$ cat src/inc/ppwm_pkg.sv
// Package: constants, register map and carrier types of the program page window mapper
package ppwm_pkg;

  // ==========================================================================
  // Register map (index; byte address on the bus is four times the index)
  // ==========================================================================
  localparam logic [7:0] PPWM_IDX_BASE_POS = 8'h11; // Register block base position
  localparam logic [7:0] PPWM_IDX_PAGE_SEL = 8'h12; // Program page select
  localparam logic [7:0] PPWM_IDX_STATUS = 8'h13; // Sequencer status, read only
  localparam logic [7:0] PPWM_BASE_POS_RST = 8'h00; // Base position after reset
  localparam logic [5:0] PPWM_PAGE_RST = 6'h00; // Page select after reset

  // ==========================================================================
  // Field layout
  // ==========================================================================
  localparam int PPWM_BASE_LSB = 3; // Programmable base bits 6..3
  localparam int PPWM_BASE_MSB = 6;
  localparam logic [7:0] PPWM_BASE_MASK = 8'h78; // Bit 7 and bits 2..0 read zero
  localparam int PPWM_PAGE_W = 6; // 64 pages
  localparam int PPWM_PHYS_W = 22; // 64 pages of 16K in the low 20 bits, top two bits zero
  localparam logic [1:0] PPWM_WIN_TOP = 2'b10; // Expansion window at 0x8000..0xBFFF
  localparam logic [1:0] PPWM_UNPAGED_TOP = 2'b11; // 0xC000..0xFFFF never paged
  localparam logic [15:0] PPWM_PUSH_RET_OFS = 16'h0002; // Return word below stack
  localparam logic [15:0] PPWM_FRAME_BYTES = 16'h0003; // Word plus page byte
  localparam logic [15:0] PPWM_IND_PAGE_OFS = 16'h0002; // Page byte after target

  // ==========================================================================
  // Sequencer states, Gray coded along the call path
  // ==========================================================================
  typedef enum logic [3:0] {
    PPWM_IDLE = 4'b0000,
    PPWM_IND_ADDR = 4'b0001,
    PPWM_IND_PAGE = 4'b0011,
    PPWM_SWAP = 4'b0010,
    PPWM_PUSH_RET = 4'b0110,
    PPWM_PUSH_PAGE = 4'b0111,
    PPWM_REFILL = 4'b0101,
    PPWM_POP_PAGE = 4'b0100,
    PPWM_POP_RET = 4'b1100
  } ppwm_st_t;

  // ==========================================================================
  // Carriers
  // ==========================================================================
  typedef struct packed {
    logic indirect; // Target and page come through a pointer
    logic [5:0] new_page; // Immediate page operand
    logic [15:0] target; // Target address, or pointer when indirect
    logic [15:0] ret_addr; // Address of instruction after the call
    logic [15:0] sp; // Stack pointer at start
  } ppwm_cmd_t;

  typedef struct packed {
    logic we; // Write
    logic wide; // 16-bit access, else byte
    logic [15:0] addr;
    logic [15:0] wdata;
  } ppwm_mem_t;

  typedef struct packed {
    logic [15:0] addr; // Fetch restart address
    logic [15:0] sp; // Stack pointer after the sequence
  } ppwm_fetch_t;

  typedef struct packed {
    logic reg_hit; // Address lies in the internal register block
    logic win_hit; // Address lies in the expansion window
    logic [21:0] phys; // Physical address
  } ppwm_dec_t;

  typedef struct packed {
    ppwm_st_t st;
    logic [7:0] base;
    logic locked;
    logic [5:0] page;
    logic [5:0] temp;
    logic [5:0] newpg;
    logic [15:0] ptr;
    logic [15:0] tgt;
    logic [15:0] ret;
    logic [15:0] sp;
    ppwm_mem_t mem;
    logic done;
    ppwm_fetch_t fetch;
    logic av_ack;
    logic [31:0] rdata;
    ppwm_dec_t dec;
  } ppwm_state_t;

endpackage

$ cat src/rtl/ppwm_decode.sv
// Module: address decoder for register block placement and the page window
`timescale 1ns/1ps
module ppwm_decode (
  input wire logic [15:0] addr_i,
  input wire logic [5:0] page_i,
  input wire logic [7:0] base_i,
  input wire logic size_2k_i,
  output ppwm_pkg::ppwm_dec_t dec_o
);
  import ppwm_pkg::*;

  // ==========================================================================
  // Decode
  // ==========================================================================
  // Upper five base bits are a leading zero plus four programmable bits
  logic [4:0] blk_top; // Base address bits 15..11
  assign blk_top = {1'b0, base_i[PPWM_BASE_MSB:PPWM_BASE_LSB]}; // [RULE3]

  // Comb decode; a 1K block only claims the lower half of its 2K slot
  always_comb begin
    dec_o.reg_hit = (addr_i[15:11] == blk_top) && (size_2k_i || !addr_i[10]); // [RULE2]
    dec_o.win_hit = (addr_i[15:14] == PPWM_WIN_TOP);
    if (dec_o.win_hit) begin
      dec_o.phys = {2'b00, page_i, addr_i[13:0]}; // [RULE5]
    end else begin
      // Top 16K and the rest stay unpaged whatever the page value
      dec_o.phys = {6'h00, addr_i}; // [RULE6]
    end
  end
endmodule

$ cat src/rtl/ppwm_top.sv
// Module: program page window mapper top with register slave and call/return sequencer
//
// Behaviour
// RULE1: base position written once unless special mode
// RULE2: register block relocatable, 2K aligned, low 32K
// RULE3: base top bits: zero plus four programmable
// RULE4: page select written by bus and sequencer
// RULE5: page selects one of 64 window pages
// RULE6: 0xC000 to 0xFFFF always unpaged
// RULE7: software keeps service entries in unpaged memory
// RULE8: call saves old page, loads new page
// RULE9: call pushes 16-bit return address
// RULE10: call then pushes saved page
// RULE11: call ends refilling at target in page
// RULE12: call and return are uninterruptible
// RULE13: page immediate, or via pointer when indirect
// RULE14: call allowed from anywhere to anywhere
// RULE15: return pops page, address, refills queue
// RULE16: return pops page first, then address
`timescale 1ns/1ps
module ppwm_top (
  input wire logic CLOCK_I,
  input wire logic SYS_RST_I,
  input wire logic CE_I,
  // Mode and block size from the mode logic, same clock
  input wire logic MODE_SPECIAL_I,
  input wire logic REG_BLOCK_2K_I,
  // Avalon-MM slave
  input wire logic [7:0] AVS_ADDRESS_I,
  input wire logic AVS_READ_I,
  input wire logic AVS_WRITE_I,
  input wire logic [31:0] AVS_WRITEDATA_I,
  output logic [31:0] AVS_READDATA_O,
  output logic AVS_WAITREQUEST_O,
  // CPU address to decode
  input wire logic [15:0] CPU_ADDR_I,
  output ppwm_pkg::ppwm_dec_t DEC_O,
  // Call and return requests from the core
  input wire logic CALL_REQ_I,
  input wire logic RTC_REQ_I,
  input wire ppwm_pkg::ppwm_cmd_t CMD_I,
  output logic CMD_READY_O,
  output logic BUSY_O,
  // Stack and operand memory port
  output logic MEM_REQ_O,
  output ppwm_pkg::ppwm_mem_t MEM_O,
  input wire logic MEM_ACK_I,
  input wire logic [15:0] MEM_RDATA_I,
  // Queue refill
  output logic DONE_O,
  output ppwm_pkg::ppwm_fetch_t FETCH_O,
  output logic [5:0] PAGE_O
);
  import ppwm_pkg::*;

  // ==========================================================================
  // State
  // ==========================================================================
  ppwm_state_t s_q; // All registered state
  ppwm_state_t s_d; // Next state
  ppwm_dec_t dec_c; // Combinational decode of the CPU address
  logic av_req; // Bus request present
  logic [7:0] av_idx; // Register index from byte address
  logic av_aligned; // Byte address is word aligned
  logic page_busy; // Page write must wait for the sequencer

  // ==========================================================================
  // Functions
  // ==========================================================================
  // Memory access that each sequencer state performs
  function automatic ppwm_mem_t mem_for(input ppwm_st_t st, input logic [15:0] ptr,
                                        input logic [15:0] ret, input logic [15:0] sp,
                                        input logic [5:0] temp);
    ppwm_mem_t m;
    m = '0;
    case (st)
      PPWM_IND_ADDR: begin
        m.wide = 1'b1;
        m.addr = ptr; // Target word at the pointer
      end
      PPWM_IND_PAGE: begin
        m.addr = ptr + PPWM_IND_PAGE_OFS; // Page byte after target
      end
      PPWM_PUSH_RET: begin
        m.we = 1'b1;
        m.wide = 1'b1;
        m.addr = sp - PPWM_PUSH_RET_OFS;
        m.wdata = ret;
      end
      PPWM_PUSH_PAGE: begin
        m.we = 1'b1;
        m.addr = sp - PPWM_FRAME_BYTES;
        m.wdata = {10'h000, temp};
      end
      PPWM_POP_PAGE: begin
        m.addr = sp; // Page byte on top
      end
      PPWM_POP_RET: begin
        m.wide = 1'b1;
        m.addr = sp + 16'h0001;
      end
      default: begin
        m = '0;
      end
    endcase
    return m;
  endfunction

  // States that hold a memory request open
  function automatic logic is_mem_state(input ppwm_st_t st);
    return (st == PPWM_IND_ADDR) || (st == PPWM_IND_PAGE) || (st == PPWM_PUSH_RET) ||
           (st == PPWM_PUSH_PAGE) || (st == PPWM_POP_PAGE) || (st == PPWM_POP_RET);
  endfunction

  // ==========================================================================
  // Decoder
  // ==========================================================================
  ppwm_decode u_decode (
    .addr_i(CPU_ADDR_I),
    .page_i(s_q.page),
    .base_i(s_q.base),
    .size_2k_i(REG_BLOCK_2K_I),
    .dec_o(dec_c)
  );

  // ==========================================================================
  // Bus helpers
  // ==========================================================================
  assign av_req = AVS_READ_I || AVS_WRITE_I;
  assign av_idx = {2'b00, AVS_ADDRESS_I[7:2]};
  assign av_aligned = (AVS_ADDRESS_I[1:0] == 2'b00);
  // A page write waits while a call or return owns the page register
  assign page_busy = AVS_WRITE_I && av_aligned && (av_idx == PPWM_IDX_PAGE_SEL) &&
                     (s_q.st != PPWM_IDLE); // [RULE12]

  // ==========================================================================
  // Next state
  // ==========================================================================
  always_comb begin
    s_d = s_q;
    if (CE_I) begin
      s_d.done = 1'b0;
      s_d.dec = dec_c;
      // Bus: one wait cycle, answer on the second; unmapped reads give zero
      s_d.av_ack = av_req && !s_q.av_ack && !page_busy;
      if (av_req && !s_q.av_ack) begin
        s_d.rdata = 32'h0000_0000;
        if (av_aligned) begin
          case (av_idx)
            PPWM_IDX_BASE_POS: begin
              s_d.rdata = {24'h00_0000, s_q.base & PPWM_BASE_MASK};
            end
            PPWM_IDX_PAGE_SEL: begin
              s_d.rdata = {26'h000_0000, s_q.page};
            end
            PPWM_IDX_STATUS: begin
              s_d.rdata = {19'h0_0000, s_q.temp, s_q.locked, s_q.st, 1'b0, s_q.st != PPWM_IDLE};
            end
            default: begin
              s_d.rdata = 32'h0000_0000;
            end
          endcase
        end
      end
      // Writes take effect at the edge where waitrequest is low
      if (AVS_WRITE_I && s_q.av_ack && av_aligned) begin
        if (av_idx == PPWM_IDX_BASE_POS && (MODE_SPECIAL_I || !s_q.locked)) begin
          s_d.base = AVS_WRITEDATA_I[7:0] & PPWM_BASE_MASK; // [RULE1] [RULE3]
          s_d.locked = !MODE_SPECIAL_I; // [RULE1]
        end
        if (av_idx == PPWM_IDX_PAGE_SEL) begin
          s_d.page = AVS_WRITEDATA_I[5:0]; // [RULE4]
        end
      end
      // Sequencer
      case (s_q.st)
        PPWM_IDLE: begin
          // Any source and any target address are accepted
          if (CALL_REQ_I) begin // [RULE14]
            s_d.newpg = CMD_I.new_page; // [RULE13]
            s_d.ptr = CMD_I.target;
            s_d.tgt = CMD_I.target;
            s_d.ret = CMD_I.ret_addr; // [RULE9]
            s_d.sp = CMD_I.sp;
            s_d.st = CMD_I.indirect ? PPWM_IND_ADDR : PPWM_SWAP; // [RULE13]
          end else if (RTC_REQ_I) begin
            s_d.sp = CMD_I.sp;
            s_d.st = PPWM_POP_PAGE; // [RULE16]
          end
        end
        PPWM_IND_ADDR: begin
          if (MEM_ACK_I) begin
            s_d.tgt = MEM_RDATA_I; // [RULE13]
            s_d.st = PPWM_IND_PAGE;
          end
        end
        PPWM_IND_PAGE: begin
          if (MEM_ACK_I) begin
            s_d.newpg = MEM_RDATA_I[5:0]; // [RULE13]
            s_d.st = PPWM_SWAP;
          end
        end
        PPWM_SWAP: begin
          s_d.temp = s_q.page; // [RULE8]
          s_d.page = s_q.newpg; // [RULE8] [RULE4]
          s_d.st = PPWM_PUSH_RET;
        end
        PPWM_PUSH_RET: begin
          if (MEM_ACK_I) begin
            s_d.st = PPWM_PUSH_PAGE; // [RULE10]
          end
        end
        PPWM_PUSH_PAGE: begin
          if (MEM_ACK_I) begin
            s_d.sp = s_q.sp - PPWM_FRAME_BYTES;
            s_d.st = PPWM_REFILL;
          end
        end
        PPWM_POP_PAGE: begin
          if (MEM_ACK_I) begin
            s_d.page = MEM_RDATA_I[5:0]; // [RULE15] [RULE16]
            s_d.st = PPWM_POP_RET;
          end
        end
        PPWM_POP_RET: begin
          if (MEM_ACK_I) begin
            s_d.tgt = MEM_RDATA_I; // [RULE15] [RULE16]
            s_d.sp = s_q.sp + PPWM_FRAME_BYTES;
            s_d.st = PPWM_REFILL;
          end
        end
        PPWM_REFILL: begin
          // Queue refill restarts fetch in the page now selected
          s_d.done = 1'b1; // [RULE11] [RULE15]
          s_d.fetch.addr = s_q.tgt; // [RULE11]
          s_d.fetch.sp = s_q.sp;
          s_d.st = PPWM_IDLE;
        end
        default: begin
          s_d.st = PPWM_IDLE;
        end
      endcase
      // Memory request fields are registered with the state they belong to
      s_d.mem = mem_for(s_d.st, s_d.ptr, s_d.ret, s_d.sp, s_d.temp); // [RULE9] [RULE10]
    end
  end

  // ==========================================================================
  // Registers
  // ==========================================================================
  always_ff @(posedge CLOCK_I or posedge SYS_RST_I) begin
    if (SYS_RST_I) begin
      s_q <= '0;
      s_q.base <= PPWM_BASE_POS_RST;
      s_q.page <= PPWM_PAGE_RST;
      s_q.st <= PPWM_IDLE;
    end else begin
      s_q <= s_d;
    end
  end

  // ==========================================================================
  // Outputs
  // ==========================================================================
  assign AVS_READDATA_O = s_q.rdata;
  assign AVS_WAITREQUEST_O = av_req && !s_q.av_ack;
  assign DEC_O = s_q.dec;
  assign CMD_READY_O = (s_q.st == PPWM_IDLE);
  // The core holds off interrupts while this is high
  assign BUSY_O = (s_q.st != PPWM_IDLE); // [RULE12]
  assign MEM_REQ_O = is_mem_state(s_q.st);
  assign MEM_O = s_q.mem;
  assign DONE_O = s_q.done;
  assign FETCH_O = s_q.fetch;
  assign PAGE_O = s_q.page;
endmodule

$ cat config.mk
export PLATFORM = sky130hd
export DESIGN_NAME = ppwm_top
export DESIGN_NICKNAME = d
export VERILOG_FILES = /design/src/inc/ppwm_pkg.sv /design/src/rtl/ppwm_decode.sv /design/src/rtl/ppwm_top.sv
export SDC_FILE = /design/constraint.sdc
export NUM_CORES = 1
export LEC_CHECK = 0
export ABC_AREA = 1
export BUFFER_PORTS_ARGS = -buffer_cell sky130_fd_sc_hd__clkbuf_2
export CAP_MARGIN = 20
export CELL_PAD_IN_SITES_DETAIL_PLACEMENT = 0
export CELL_PAD_IN_SITES_GLOBAL_PLACEMENT = 1
export CORE_MARGIN = 5
export CORE_UTILIZATION = 40
export DETAILED_ROUTE_END_ITERATION = 10
export GPL_TIMING_DRIVEN = 0
export MAX_ROUTING_LAYER = met4
export PLACE_DENSITY_LB_ADDON = 0.1
export SLEW_MARGIN = 20
export SYNTH_ARGS = -nofsm -noshare
export SYNTH_HDL_FRONTEND = slang
export SYNTH_SLANG_ARGS = --single-unit
$ cat constraint.sdc
create_clock -name CLOCK_I -period 8.35 [get_ports CLOCK_I]
set_input_delay 1.2525 -clock CLOCK_I [delete_from_list [all_inputs] [get_ports CLOCK_I]]
set_output_delay 1.2525 -clock CLOCK_I [all_outputs]
set_load 0.01 [all_outputs]
; After elaboration in Yosys (flattened, before gate mapping)
; Cells that the tools add are included.
[word_totals]
ff_bits = 215
inputBits = 137
wordCells = 123
[classes]
n_addsub = 6
n_eq_ne = 22
muxes = 37
n_reduce_logical = 36
[op_table]
columns = operator, count
row1 = two-way mux 16 bit, 9
row2 = case mux 16 bit (6 select lines), 1
row3 = case mux 16 bit (2 select lines), 2
row4 = two-way mux 54 bit, 1
row5 = case mux 16 bit (3 select lines), 1
row6 = "subtractor 16 x 2 -> 16 bit, second input constant", 3
row7 = case mux 13 bit (3 select lines), 1
row8 = two-way mux 33 bit, 1
row9 = "adder 16 x 2 -> 16 bit, second input constant", 2
row10 = two-way mux 4 bit, 8
row11 = two-way mux 6 bit, 5
row12 = "== test 4 x 3 -> 1 bit, second input constant", 7
row13 = case mux 4 bit (7 select lines), 1
row14 = case mux 6 bit (2 select lines), 2
row15 = two-way mux 20 bit, 1
row16 = "== test 6 x 5 -> 1 bit, second input constant", 3
row17 = "adder 16 x 1 -> 16 bit, second input constant", 1
row18 = two-way mux 13 bit, 1
row19 = "== test 4 x 2 -> 1 bit, second input constant", 3
row20 = logical AND 1 bit, 9
row21 = "== test 4 x 1 -> 1 bit, second input constant", 2
row22 = "== test 4 bit, second input constant", 2
row23 = logical OR 1 bit, 8
row24 = AND reduction 4 bit, 2
row25 = other kinds (15), 25

; Longest topological paths before layout
[depth]
word_depth = 7
mapped_depth = 25
depth_no_buf = 25

; Modules after synthesis
; A second synthesis with hierarchy kept.
[unflattened]
cells_unflattened = 1845
area_unflattened_um2 = 13237.7
[modules_own_cells]
columns = mod, n_inst, cells_each, area_per_inst_um2
row1 = ppwm_top, 1, 1794, 12971.2
row2 = ppwm_decode, 1, 51, 266.5

; Worst setup path before layout
; No wires, ideal clock.
[synth_timing]
path_kind = input to register
from = input port CALL_REQ_I
to = register s_q, in the netlist MEM_O[29]
setup_ns = 0.117
arrival_time_ns = 3.665
path_slack_ns = 4.569
stages = 22
path_buffers = 2
path_cell_list = buf_2 nor2_8 buf_2 a21oi_1 o21ai_0 nand3_1 nor2_2 inv_1 ha_1 nand2_1 nor2_1 inv_1 o221ai_1 nor2_1 o21ai_2 nand2_1 nand2_1 nand2_1 nand3_1 nand2_1 nand2_1 nand2_1
[synth_between]
elab_chain_len = 5
word_cells_on_any_way = 20
cone_classes = add/sub: 4 / eq/ne: 6 / mux: 10
[synth_rtl]
columns = element, line_no
row1 = "start, declared", ppwm_top.sv:39  ; input wire logic CALL_REQ_I,
row2 = two-way mux 16 bit (tied with other cells), ppwm_top.sv:179  ; if (CALL_REQ_I) begin
row3 = case mux 16 bit (3 select lines) (tied with other cells), ppwm_top.sv:176  ; case (s_q.st)
row4 = two-way mux 16 bit or two-way mux 4 bit (tied branches), ppwm_top.sv:141  ; if (CE_I) begin
row5 = adder 16 x 1 -> 16 bit (tied with other cells), ppwm_top.sv:100  ; m.addr = sp + 16'h0001;
row6 = case mux 16 bit (6 select lines) *, ppwm_top.sv:76  ; case (st)
row7 = "end, declared", ppwm_top.sv:59  ; ppwm_state_t s_q;
; Every way passes the cells marked *; elsewhere a longest branch is shown, timed or not. The select of a mux whose other input is x is not followed.
; A chain may end at the register's enable or synchronous reset.

; Final worst setup path
[layout_timing]
from = input port MEM_ACK_I
to = register s_q, in the netlist MEM_O[30]
[layout_between]
elab_chain_len = 5
word_cells_on_any_way = 21
cone_classes = add/sub: 3 / eq/ne: 6 / mux: 12
[layout_rtl]
columns = element, line_no
row1 = "start, declared", ppwm_top.sv:47  ; input wire logic MEM_ACK_I,
row2 = two-way mux 16 bit (tied with other cells), ppwm_top.sv:226  ; if (MEM_ACK_I) begin
row3 = case mux 16 bit (3 select lines) or case mux 4 bit (7 select lines) (tied branches), ppwm_top.sv:176
row4 = two-way mux 16 bit or two-way mux 4 bit (tied branches), ppwm_top.sv:141
row5 = adder 16 x 1 -> 16 bit (tied with other cells), ppwm_top.sv:100
row6 = case mux 16 bit (6 select lines) *, ppwm_top.sv:76
; Marks and branches as above.

==> metrics.txt <==
status completed; final setup fails 0; clk slew on worst S/H paths 0.09 ns; Place WS 3.580 ns; CP Class primary input to flop; CP Buf/Inv Count 4; CORE AREA 31560 um^2; pin count of the biggest net entering global routing 83; layout overhead on the synthesized area 18.74%; Pwr Density 364.7 nW/um^2; first-pass GRT wire length 69600 um; Final min period 4.409 ns; CTS HTree Levels 4; Bufs on Longest Clock Path 2; # DRC 0; Final Hold Fails 0; CP Data Required Time 8.71 ns; reg-to-reg slack, setup 4.07 ns; Post-synth EDFFs 0; routed length per instance 18.41 um; R2R depth 20; crit-path most repeated cell nand2_1; worst-path cell chain clkbuf_2 > inv_2 > buf_2 > nand2_1 > o21ai_2 > inv_1 > ha_1 > a21oi_1 > o21ai_0 > nand2_1 > nand4_1 > nand3_1 > nand2_1 > nand3b_1 > nand2_1 > nand2_1 > nand3_1 > nand3_1 > nand2_1 > nand2_1; RSZ-0062 raised after global routing no; MaxCap Viol Count 0; CTS Buf Count 17; vias per inst just over 5; setup TNS 0 ns; CTS Hold Bufs 0; CTS resizes 0; worst endpoint data arrival time 4.76 ns; Hold Crit Class flop to flop; initial core utilization 40.50%; Slew Limit Headroom around two fifths; worst stage delay on the critical path 0.55 ns; ys flop type dfrtp_1; crit path capture MEM_O[30]; IO Pins 270; Root Driver clkbuf_16; Worst R2R Start s_q[218]; nets@finish roughly 2200; Worst Max-Slew Pin Slew 0.9166 ns; Die W ~190 um; post-synthesis sequential area ratio 37.98%; Post-DP HPWL ~35000 um; dpl cell area 14530 um^2; fin crit share between 50% and 60%; share of cells above drive strength 1 25.17%; count of cell types in the netlist 56; cell area after layout 15180 um^2; fin. max-slew vios 0; Reg2Reg Capture Point MEM_O[30]; Synth Instances 1759; Die ar. 35630 um^2; fin util around half; vias in the first global route 12176; total track usage 25.71%; Peak Freq 226.8 MHz; GPL Wtd Cong 0.9400; YS warnings 0; Seq cells post-synth 194; die height around 190 um; DRT antenna net count 0; overall power 5.534 mW; Leak Pwr 7.739 nW; num rows 65; cell area after synthesis 12780 um^2; Top delay family on crit path simple AND/OR/NAND/NOR gates; input/output buffers 221; CP max FO 16; setup ws final 3.941 ns; Starting DRT DRC Count 1005; CP endpoint kind flop; Inst Count DP 2404; Hold Slack 0.4787 ns; TritonRoute pass-1 iters 6; Mapped Avg Cell Area ~7.3 um^2; clock latency on the worst-skew pair roughly 0.46 ns; initial antenna violation count 3; DR vias 12497; Slowest-stage cell, CP ha_1; TritonCTS clock tree yes; Synth async-reset ratio 100.0%; VDD IR max 0.1800 mV; Setup Fix Bufs, Post-CTS 0; CTS Sinks 194; WP depth 20; Post-Layout Cell Count 2439; Critical Path Source MEM_ACK_I; Clock Skew roughly 0.012 ns; total wire length 44910 um; startpoint class of the critical path primary input; total gr overflow 0
[cell usage after synthesis, types with 20 or more instances]
| cell type | number | area [um^2] |
|---|---|---|
| a21oi_1 | 50 | 250.2 |
| nand4_1 | 21 | 131.4 |
| inv_1 | 176 | 660.6 |
| o21ai_0 | 186 | 930.9 |
| a31oi_1 | 25 | 156.4 |
| dfrtp_1 | 194 | 4855 |
| nand2_1 | 456 | 1712 |
| buf_4 | 132 | 991.0 |
| nor2_1 | 120 | 450.4 |
| nand3_1 | 126 | 630.6 |
| clkbuf_1 | 35 | 131.4 |
| nor2_2 | 20 | 125.1 |
[sequential cells by signal, summed over array words and instances, names as in the netlist]
name,flops
AVS_READDATA_O,13
s_q,86
DONE_O,1
MEM_O,34
DEC_O,22
FETCH_O,32
PAGE_O,6
[how the worst min path moves through the flow]
stage | from | to | slack [ns] | cells after the start
after CTS | DEC_O[7] | DEC_O[7] | 0.48 | 2
after global routing | MEM_O[24] | MEM_O[24] | 0.51 | 2
after detailed placement | DEC_O[7] | DEC_O[7] | 0.46 | 2
after floorplan | DEC_O[0] | DEC_O[0] | 0.44 | 2
after global placement | DEC_O[2] | DEC_O[2] | 0.46 | 2
final | DEC_O[7] | DEC_O[7] | 0.48 | 2
[per-layer routing]
metal  GRT usage (%)  part of all wire (%)  vias up
li1                -                     -     6152
met3           3.779                   4.7       68
met4           8.156                   3.2        0
met5               -                     0        -
met2           39.89                    45      410
met1           34.94                    47     5867
[power breakdown]
| part | internal (mW) | leakage, nW | switching, mW | total, mW |
|---|---|---|---|---|
| Combinational | 1.11 | 4.92 | 2.06 | 3.17 |
| Clock | 0.441 | 0.307 | 0.463 | 0.904 |
| Sequential | 1.26 | 2.51 | 0.200 | 1.46 |
[logic make-up (layout without fill, tap and decap cells)]
logic type      after synthesis  in the layout  synth area share, %
mux                          14             14                1.233
flops                       194            194                37.98
xor+xnor                      6              6               0.4112
simple gates                800            800                27.49
fa+ha+maj                    17             17                1.664
compound gates              342            342                15.49
other cells                   1             24              0.02934
buf+inv                     385            640                15.70
[area by class of cell]
| cell class | instances | area [um^2] |
|---|---|---|
| timing repair buffer | 223 | 1161 |
| sequential | 194 | 4855 |
| multi-input combinational | 1200 | 5995 |
| buffer | 191 | 1279 |
| inverter | 194 | 735.7 |
| tap | 402 | 503.0 |
| fill | 3318 | 16380 |
| clock buffer | 17 | 425.4 |
| antenna | 3 | 7.507 |
| clock inverter | 15 | 215.2 |
[cells in the final DEF, fill, tap and decap left out, drive strengths merged, types with 3 or more instances in the layout]
master	instances
xor2	5
clkbuf	273
buf	158
nand4	22
inv	199
a211oi	5
o221ai	5
nor2	147
conb	21
a21oi	50
diode	3
nand3	138
nand3b	3
nor3	13
clkinv	9
dfrtp	194
nand2	470
o2111ai	4
o22ai	16
o211ai	11
a31oi	25
mux2	14
o21a	4
or2	4
o21ai	205
a22oi	8
ha	17
[worst min-delay path, stage by stage (launching register included)]
cell and delay [ns]:
dfrtp_1 0.35, nand2_1 0.05, nand2_1 0.05
Note: power is estimated with default switching activity, not from simulation.
